`src/inc/ccl_consts.vh`:
```
`ifndef CCL_CONSTS_VH
`define CCL_CONSTS_VH

// Byte 1 field positions
`define CCL_B1_PWR_BIT 7
`define CCL_B1_ADDR_HI 6
`define CCL_B1_ADDR_LO 3
`define CCL_B1_READ_BIT 2
`define CCL_B1_TWO_BYTE_BIT 1

// Register address codes (byte 1 bits 6..3)
`define CCL_ADDR_MODE 4'h0
`define CCL_ADDR_LATCH_VAL 4'h1
`define CCL_ADDR_LATCH_DIR 4'h2

// Mode register field positions
`define CCL_MODE_CLK_HI 7
`define CCL_MODE_CLK_LO 6
`define CCL_MODE_LAW 5
`define CCL_MODE_INV 4
`define CCL_MODE_TIMING 3
`define CCL_MODE_DLOOP 2
`define CCL_MODE_ALOOP 1
`define CCL_MODE_AMP_PD 0

// Clock-select codes
`define CCL_CLK_512K 2'h0
`define CCL_CLK_1M5 2'h1
`define CCL_CLK_2M048 2'h2
`define CCL_CLK_4M096 2'h3

// Reset values
`define CCL_MODE_RESET 8'h89
`define CCL_LATCH_DIR_RESET 8'h00
`define CCL_LATCH_VAL_RESET 8'h00
`define CCL_PWR_DOWN_RESET 1'b1

// Latch geometry
`define CCL_NUM_PINS 4
`define CCL_LATCH_TOP 7

// Serial port
`define CCL_BITS_PER_BYTE 3'h7

`endif

```
`src/core/ccl_ser_shift.v`:
```
`timescale 1ns/1ps
`include "ccl_consts.vh"

module ccl_ser_shift (
	input wire mclk,
	input wire rst_n,
	input wire cs_n,
	input wire ctrl_clock,
	input wire ctrl_serial_in,
	input wire load_en,
	input wire [7:0] load_byte,
	output reg [7:0] rx_byte,
	output reg rx_done,
	output wire abort,
	output reg ctrl_serial_out,
	output wire ctrl_serial_out_oe
);
	reg ctrl_clock_q;
	reg [2:0] bit_cnt;
	reg [6:0] in_sh;
	reg [7:0] out_sh;
	reg out_active;
	wire fall;
	wire rise;

	assign fall = ctrl_clock_q & ~ctrl_clock;
	assign rise = ~ctrl_clock_q & ctrl_clock;
	// Byte cut short by chip select
	assign abort = cs_n & (bit_cnt != 3'h0);
	assign ctrl_serial_out_oe = ~cs_n & out_active;

	always @(posedge mclk or negedge rst_n) begin
		if (!rst_n) begin
			ctrl_clock_q <= 1'b0;
			bit_cnt <= 3'h0;
			in_sh <= 7'h00;
			rx_byte <= 8'h00;
			rx_done <= 1'b0;
		end else begin
			ctrl_clock_q <= ctrl_clock;
			rx_done <= 1'b0;
			if (cs_n) begin
				bit_cnt <= 3'h0;
			end else if (fall) begin
				// MSB arrives first
				in_sh <= {in_sh[5:0], ctrl_serial_in};
				bit_cnt <= bit_cnt + 3'h1;
				if (bit_cnt == `CCL_BITS_PER_BYTE) begin
					rx_byte <= {in_sh, ctrl_serial_in};
					rx_done <= 1'b1;
				end
			end
		end
	end

	always @(posedge mclk or negedge rst_n) begin
		if (!rst_n) begin
			out_sh <= 8'h00;
			out_active <= 1'b0;
			ctrl_serial_out <= 1'b0;
		end else if (load_en) begin
			out_sh <= load_byte;
			out_active <= 1'b1;
		end else if (cs_n ? abort : (fall && bit_cnt == `CCL_BITS_PER_BYTE)) begin
			out_active <= 1'b0;
		end else if (!cs_n && rise && out_active) begin
			ctrl_serial_out <= out_sh[7];
			out_sh <= {out_sh[6:0], 1'b0};
		end
	end
endmodule // ccl_ser_shift

```
`src/core/ccl_regs.v`:
```
// What this block does
// - Clock-select bits choose internal master divider
// - Reset gives 2.048MHz, mu-law, non-delayed, normal
// - Law and inversion bits choose companding
// - Bit 3 selects delayed or non-delayed timing
// - Loop bits pick normal, digital or analog
// - Analog loop isolates input, feeds output back
// - Digital loop returns received byte on transmit
// - Decoding continues during digital loopback
// - Mode register written and read by two-byte instructions
// - Latches are inputs after reset
// - Direction bit per pin, bits 7 to 4
// - Output latches drive their written data bit
// - Input latches sample the external pin level
// - Latch read mixes sensed and programmed levels
// - Data 0 at bit 7 down to bit 2
// - Register loads at eighth clock of byte 2
// - Read data out on rising edges, else released
// - Bit 7 is first on both serial lines
`timescale 1ns/1ps
`include "ccl_consts.vh"

module ccl_regs (
	input wire mclk,
	input wire rst_n,
	input wire cs_n,
	input wire ctrl_clock,
	input wire ctrl_serial_in,
	output wire ctrl_serial_out,
	output wire ctrl_serial_out_oe,
	input wire [3:0] interface_latch_pin_in,
	output reg [3:0] interface_latch_pin_out,
	output reg [3:0] interface_latch_pin_oe,
	input wire [7:0] rx_pcm_byte,
	input wire [7:0] enc_pcm_byte,
	output reg [7:0] pcm_tx_out,
	output reg [1:0] clk_sel,
	output reg [3:0] clk_rate_onehot,
	output reg law_mu,
	output reg law_a_inverted,
	output reg law_a_plain,
	output reg timing_select,
	output reg digital_loop_en,
	output reg analog_loop_en,
	output reg tx_analog_in_isolate,
	output reg rx_analog_out_loop_feed,
	output reg rx_analog_out_enable,
	output reg rx_decode_enable,
	output reg rx_amp_enable,
	output reg powered_down_state,
	output reg [7:0] channel_mode_control,
	output reg [7:0] latch_direction
);
	localparam ST_BYTE1 = 2'b01;
	localparam ST_BYTE2 = 2'b10;

	reg [1:0] state;
	reg [3:0] pend_addr;
	reg pend_read;
	reg [7:0] latch_data_bits;
	reg load_en;
	reg [7:0] load_byte;
	reg [7:0] latch_values;
	reg [1:0] next_state;
	wire [7:0] rx_byte;
	wire rx_done;
	wire abort;
	wire [3:0] b1_addr;
	integer i;
	integer j;

	ccl_ser_shift u_shift (
		.mclk(mclk),
		.rst_n(rst_n),
		.cs_n(cs_n),
		.ctrl_clock(ctrl_clock),
		.ctrl_serial_in(ctrl_serial_in),
		.load_en(load_en),
		.load_byte(load_byte),
		.rx_byte(rx_byte),
		.rx_done(rx_done),
		.abort(abort),
		.ctrl_serial_out(ctrl_serial_out),
		.ctrl_serial_out_oe(ctrl_serial_out_oe)
	);

	assign b1_addr = rx_byte[`CCL_B1_ADDR_HI:`CCL_B1_ADDR_LO];

	// Read view of latch values: pin level for inputs, stored for outputs
	always @* begin
		latch_values = latch_data_bits;
		for (i = 0; i < `CCL_NUM_PINS; i = i + 1) begin
			if (!latch_direction[`CCL_LATCH_TOP - i]) begin
				latch_values[`CCL_LATCH_TOP - i] = interface_latch_pin_in[i];
			end
		end
		latch_values[1:0] = 2'b00;
	end

	// Byte sequencing
	always @* begin
		next_state = state;
		load_en = 1'b0;
		load_byte = 8'h00;
		case (state)
			ST_BYTE1: begin
				if (rx_done && rx_byte[`CCL_B1_TWO_BYTE_BIT]) begin
					next_state = ST_BYTE2;
					if (rx_byte[`CCL_B1_READ_BIT]) begin
						load_en = 1'b1;
						if (b1_addr == `CCL_ADDR_MODE) begin
							load_byte = channel_mode_control;
						end else if (b1_addr == `CCL_ADDR_LATCH_VAL) begin
							load_byte = latch_values;
						end else if (b1_addr == `CCL_ADDR_LATCH_DIR) begin
							load_byte = latch_direction;
						end else begin
							load_byte = 8'h00;
						end
					end
				end
			end
			ST_BYTE2: begin
				if (abort || rx_done) begin
					next_state = ST_BYTE1;
				end
			end
			default: begin
				next_state = ST_BYTE1;
			end
		endcase
		if (abort) begin
			next_state = ST_BYTE1;
		end
	end

	always @(posedge mclk or negedge rst_n) begin
		if (!rst_n) begin
			state <= ST_BYTE1;
			pend_addr <= 4'h0;
			pend_read <= 1'b0;
			powered_down_state <= `CCL_PWR_DOWN_RESET;
			channel_mode_control <= `CCL_MODE_RESET;
			latch_direction <= `CCL_LATCH_DIR_RESET;
			latch_data_bits <= `CCL_LATCH_VAL_RESET;
		end else begin
			state <= next_state;
			if (state == ST_BYTE1 && rx_done) begin
				powered_down_state <= rx_byte[`CCL_B1_PWR_BIT];
				pend_addr <= b1_addr;
				pend_read <= rx_byte[`CCL_B1_READ_BIT];
			end
			// Write lands only when the eighth bit of byte 2 is taken
			if (state == ST_BYTE2 && rx_done && !abort && !pend_read) begin
				if (pend_addr == `CCL_ADDR_MODE) begin
					channel_mode_control <= rx_byte;
				end else if (pend_addr == `CCL_ADDR_LATCH_VAL) begin
					latch_data_bits <= {rx_byte[7:2], 2'b00};
				end else if (pend_addr == `CCL_ADDR_LATCH_DIR) begin
					latch_direction <= {rx_byte[7:2], 2'b00};
				end
			end
		end
	end

	// Latch pins and mode decode
	always @(posedge mclk or negedge rst_n) begin
		if (!rst_n) begin
			interface_latch_pin_out <= 4'h0;
			interface_latch_pin_oe <= 4'h0;
			clk_sel <= `CCL_CLK_2M048;
			clk_rate_onehot <= 4'h4;
			law_mu <= 1'b1;
			law_a_inverted <= 1'b0;
			law_a_plain <= 1'b0;
			timing_select <= 1'b1;
			digital_loop_en <= 1'b0;
			analog_loop_en <= 1'b0;
			tx_analog_in_isolate <= 1'b0;
			rx_analog_out_loop_feed <= 1'b0;
			rx_analog_out_enable <= 1'b1;
			rx_decode_enable <= 1'b1;
			rx_amp_enable <= 1'b0;
			pcm_tx_out <= 8'h00;
		end else begin
			for (j = 0; j < `CCL_NUM_PINS; j = j + 1) begin
				interface_latch_pin_oe[j] <= latch_direction[`CCL_LATCH_TOP - j];
				interface_latch_pin_out[j] <= latch_data_bits[`CCL_LATCH_TOP - j];
			end
			clk_sel <= {channel_mode_control[`CCL_MODE_CLK_HI],
				channel_mode_control[`CCL_MODE_CLK_LO]};
			case ({channel_mode_control[`CCL_MODE_CLK_HI],
				channel_mode_control[`CCL_MODE_CLK_LO]})
				`CCL_CLK_512K: begin
					clk_rate_onehot <= 4'h1;
				end
				`CCL_CLK_1M5: begin
					clk_rate_onehot <= 4'h2;
				end
				`CCL_CLK_2M048: begin
					clk_rate_onehot <= 4'h4;
				end
				default: begin
					clk_rate_onehot <= 4'h8;
				end
			endcase
			law_mu <= ~channel_mode_control[`CCL_MODE_LAW];
			law_a_inverted <= channel_mode_control[`CCL_MODE_LAW]
				& ~channel_mode_control[`CCL_MODE_INV];
			law_a_plain <= channel_mode_control[`CCL_MODE_LAW]
				& channel_mode_control[`CCL_MODE_INV];
			timing_select <= channel_mode_control[`CCL_MODE_TIMING];
			digital_loop_en <= channel_mode_control[`CCL_MODE_DLOOP];
			analog_loop_en <= ~channel_mode_control[`CCL_MODE_DLOOP]
				& channel_mode_control[`CCL_MODE_ALOOP];
			tx_analog_in_isolate <= ~channel_mode_control[`CCL_MODE_DLOOP]
				& channel_mode_control[`CCL_MODE_ALOOP];
			rx_analog_out_loop_feed <= ~channel_mode_control[`CCL_MODE_DLOOP]
				& channel_mode_control[`CCL_MODE_ALOOP];
			// Receive path never cut by loop modes
			rx_analog_out_enable <= 1'b1;
			rx_decode_enable <= 1'b1;
			rx_amp_enable <= ~(powered_down_state
				& channel_mode_control[`CCL_MODE_AMP_PD]);
			if (channel_mode_control[`CCL_MODE_DLOOP]) begin
				pcm_tx_out <= rx_pcm_byte;
			end else begin
				pcm_tx_out <= enc_pcm_byte;
			end
		end
	end
endmodule // ccl_regs

```
`config.mk`:
```
export PLATFORM = sky130hd
export DESIGN_NAME = ccl_regs
export DESIGN_NICKNAME = d
export VERILOG_FILES = /design/src/core/ccl_ser_shift.v /design/src/core/ccl_regs.v
export VERILOG_INCLUDE_DIRS = /design/src /design/src/inc
export SDC_FILE = /design/constraint.sdc
export NUM_CORES = 1
export LEC_CHECK = 0
export ABC_AREA = 1
export BUFFER_PORTS_ARGS = -buffer_cell sky130_fd_sc_hd__buf_4
export CAP_MARGIN = 20
export CORE_MARGIN = 5
export CORE_UTILIZATION = 55
export CTS_CLUSTER_SIZE = 8
export DETAILED_ROUTE_END_ITERATION = 12
export PLACE_DENSITY_LB_ADDON = 0.3
export SLEW_MARGIN = 20
export SYNTH_ARGS = -nofsm -noshare
export SYNTH_HDL_FRONTEND = slang
export SYNTH_SLANG_ARGS = --single-unit
```
`constraint.sdc`:
```
create_clock -name mclk -period 3.69 [get_ports mclk]
set_input_delay 0.738 -clock mclk [delete_from_list [all_inputs] [get_ports mclk]]
set_output_delay 0.738 -clock mclk [all_outputs]
set_load 0.02 [all_outputs]
```
==> metrics.txt <==
outcome finished clean; Final Core Density 0.687; Worst slew margin 0.501; Post-Syn Area 3600 um^2; async set or reset register ratio after synthesis 1.00; PostCTS Resize Cnt 0; grt ovf 0; Setup Crit Path Kind flop to flop; pre-CTS WS 1.63 ns; final worst setup slack 1.76 ns; global route hottest layer met2; setup TNS 0 ns; crit-path max cell delay 0.53 ns; drt wl/cell 13.6 um; total power 1.83 mW; Initial Util 0.567; Buffers on Ports 72; #FFs+latches synth 87; switching power 0.438 mW; P&R area growth vs syn 21.1%; Clk pin slew, worst setup/hold paths 0.09 ns; grt met2 use 0.309; cell row count 29; Hold Vio Cnt, Final 0; R2R setup slack 1.76 ns; Mapped Cells 402; met1 usage in global routing 0.249; crit-path max FO 11; first-pass GRT wire length 12.9 mm; largest net degree at the start of global routing 88; number of hold buffers added after CTS 0; Die Y 90.9 um; layout cells sized above 1 0.243; syn_area_per_cell 8.96 um^2; Max Fclk 518 MHz; critical-path cell list nand2_1 -> nor2_1 -> inv_1 -> nand2_1 -> inv_2 -> nand2_1 -> nand3_1; Critical Path RT 3.93 ns; combinational power share 0.074; ANT cells 0; RSZ-0062 raised after global routing no; Clock power frac 0.359; Post-Route Skew 0.00682 ns; area of the core 6350 um^2; Via Count 2771; 1st-iter DRT viols 186; Max H-tree Level 3; total track usage 0.193; final setup violation count 0; fin crit share 0.523; setup repair bufs after CTS 0; crit end category flop; die width 90.9 um; Synth cell types 25; count of flip-flops with a built-in enable after synthesis 0; Root Buffer clkbuf_8; max-slew violations 0; max cap viols 0; WL final 7.57 mm; Crit path top cell by count nand2_1; clock latency on the worst-skew pair 0.35 ns; Vias/cell 4.99; Final Critical Period 1.93 ns; Top Ports 77; CTS tree yes; Reg power frac 0.567; initial antenna violation count 0; worst vdd ir 0.276 mV; Worst Hold Class primary input to asynchronous set/reset pin; Cell Pwr Density 419 nW/um^2; Critical Path AT 2.17 ns; slew at the pin closest to its max-slew limit 0.748 ns; most common cell after layout, fill and taps aside nand2_1; slowest library cell on the worst path dfstp_2; internal power 1.39 mW; most frequent cells in the layout nand2_1 (133), dfrtp_1 (78), buf_4 (71), inv_1 (55), o21ai_0 (23); Seq/Total Area, Yosys 0.608; GR Util met3 0.0463; DRC viols 0; GP Congestion 0.854; startpoint types flop; CTS buffer count 9; Layout Cells excl Fill 555; Synthesis Warnings 0; nets@finish 501; Detail Route Antenna Nets 0; 1st-pass router iterations 4; Leakage Power 2.26 nW; placed cells 539; Switching Fraction 0.240; number of global-route vias before repair 2704; Clock Sinks 87; hpwl dp 5.50 mm; die footprint 8270 um^2; predominant post-synthesis flop cell dfrtp_1; Longest Clk Path Bufs 2
==> power by group through the flow <==
stage,Sequential [mW],Clock [mW],Combinational (mW)
3_3_place_gp,1.05,0,0.132
3_5_place_dp,1.05,0,0.137
2_1_floorplan,1.05,0,0.0708
4_1_cts,1.03,0.665,0.137
5_1_grt,1.04,0.714,0.157
6_report,1.04,0.655,0.135
==> cell type report <==
type | instances | area, um^2
clock buffer | 10 | 138
clock inverter | 6 | 60.1
fill | 493 | 1990
inverter | 62 | 233
multi-input combinational | 241 | 1100
sequential | 87 | 2190
tap | 77 | 96.3
timing repair buffer | 72 | 544
==> synthesized netlist by cell type, types with 4 or more instances <==
cell | number | share of area
dfstp_2 | 9 | 0.066
nand3_1 | 17 | 0.024
o21ai_0 | 23 | 0.032
nor2_1 | 21 | 0.022
a21oi_1 | 4 | 0.0056
inv_1 | 55 | 0.057
o21ai_1 | 18 | 0.025
buf_4 | 7 | 0.015
nand2_1 | 133 | 0.14
o21ai_2 | 8 | 0.019
inv_2 | 6 | 0.0063
buf_2 | 5 | 0.0069
dfrtp_1 | 78 | 0.54
==> cells by family (layout without fill, tap and decap cells) <==
| group | count (synthesis) | in the layout | synth area share |
|---|---|---|---|
| other | 2 | 4 | 0.00208 |
| AND/OR/NAND/NOR | 178 | 178 | 0.203 |
| adder cells (fa/ha/maj) | 3 | 3 | 0.0104 |
| flip-flops | 87 | 87 | 0.608 |
| buffers and inverters | 76 | 150 | 0.0882 |
| AO/OA/AOI/OAI | 56 | 56 | 0.0886 |
==> critical path, delay by kind of cell (launching register included) <==
family / cells / cell delay, ns
flops: 1 / 0.53
simple gates: 5 / 0.98
buf+inv: 2 / 0.32
==> registers in the layout (all words and copies together) (netlist names), 2 cells and up <==
signal                   flops
channel_mode_control         8
pcm_tx_out                   8
u_shift.out_sh               8
u_shift.rx_byte              8
u_shift.in_sh                7
latch_data_bits              6
latch_direction              6
clk_rate_onehot              4
interface_latch_pin_oe       4
interface_latch_pin_out      4
pend_addr                    4
u_shift.bit_cnt              3
clk_sel                      2
state                        2
==> per-layer routing <==
metal	up-vias	part of all wire
li1	1362	-
met1	1298	0.42
met2	97	0.48
met3	14	0.074
met4	0	0.022
met5	-	0
==> worst paths after layout <==
path                                                     startpoint                                  end  cells after the start
min in group mclk               channel_mode_control[3]$_DFFE_PN1P_              timing_select$_DFF_PN1_                      0
max in group asynchronous                                     rst_n       u_shift.ctrl_clock_q$_DFF_PN0_                      1
worst min-delay path                                          rst_n  interface_latch_pin_oe[1]$_DFF_PN0_                      1
worst min register to register  channel_mode_control[3]$_DFFE_PN1P_              timing_select$_DFF_PN1_                      0
worst max register to register                 state[0]$_DFFE_PN1P_        u_shift.out_sh[7]$_DFFE_PN0P_                      7
worst max-delay path                           state[0]$_DFFE_PN1P_        u_shift.out_sh[7]$_DFFE_PN0P_                      7
==> through the flow <==
stage	area [um^2]	hold slack (ns)
global route	4360	0.415
floorplan	3610	0.374
CTS	4360	0.408
global placement	4160	0.396
detailed placement	4160	0.396
finish	4360	0.406
No activity file was read; power rests on OpenSTA's default activity.
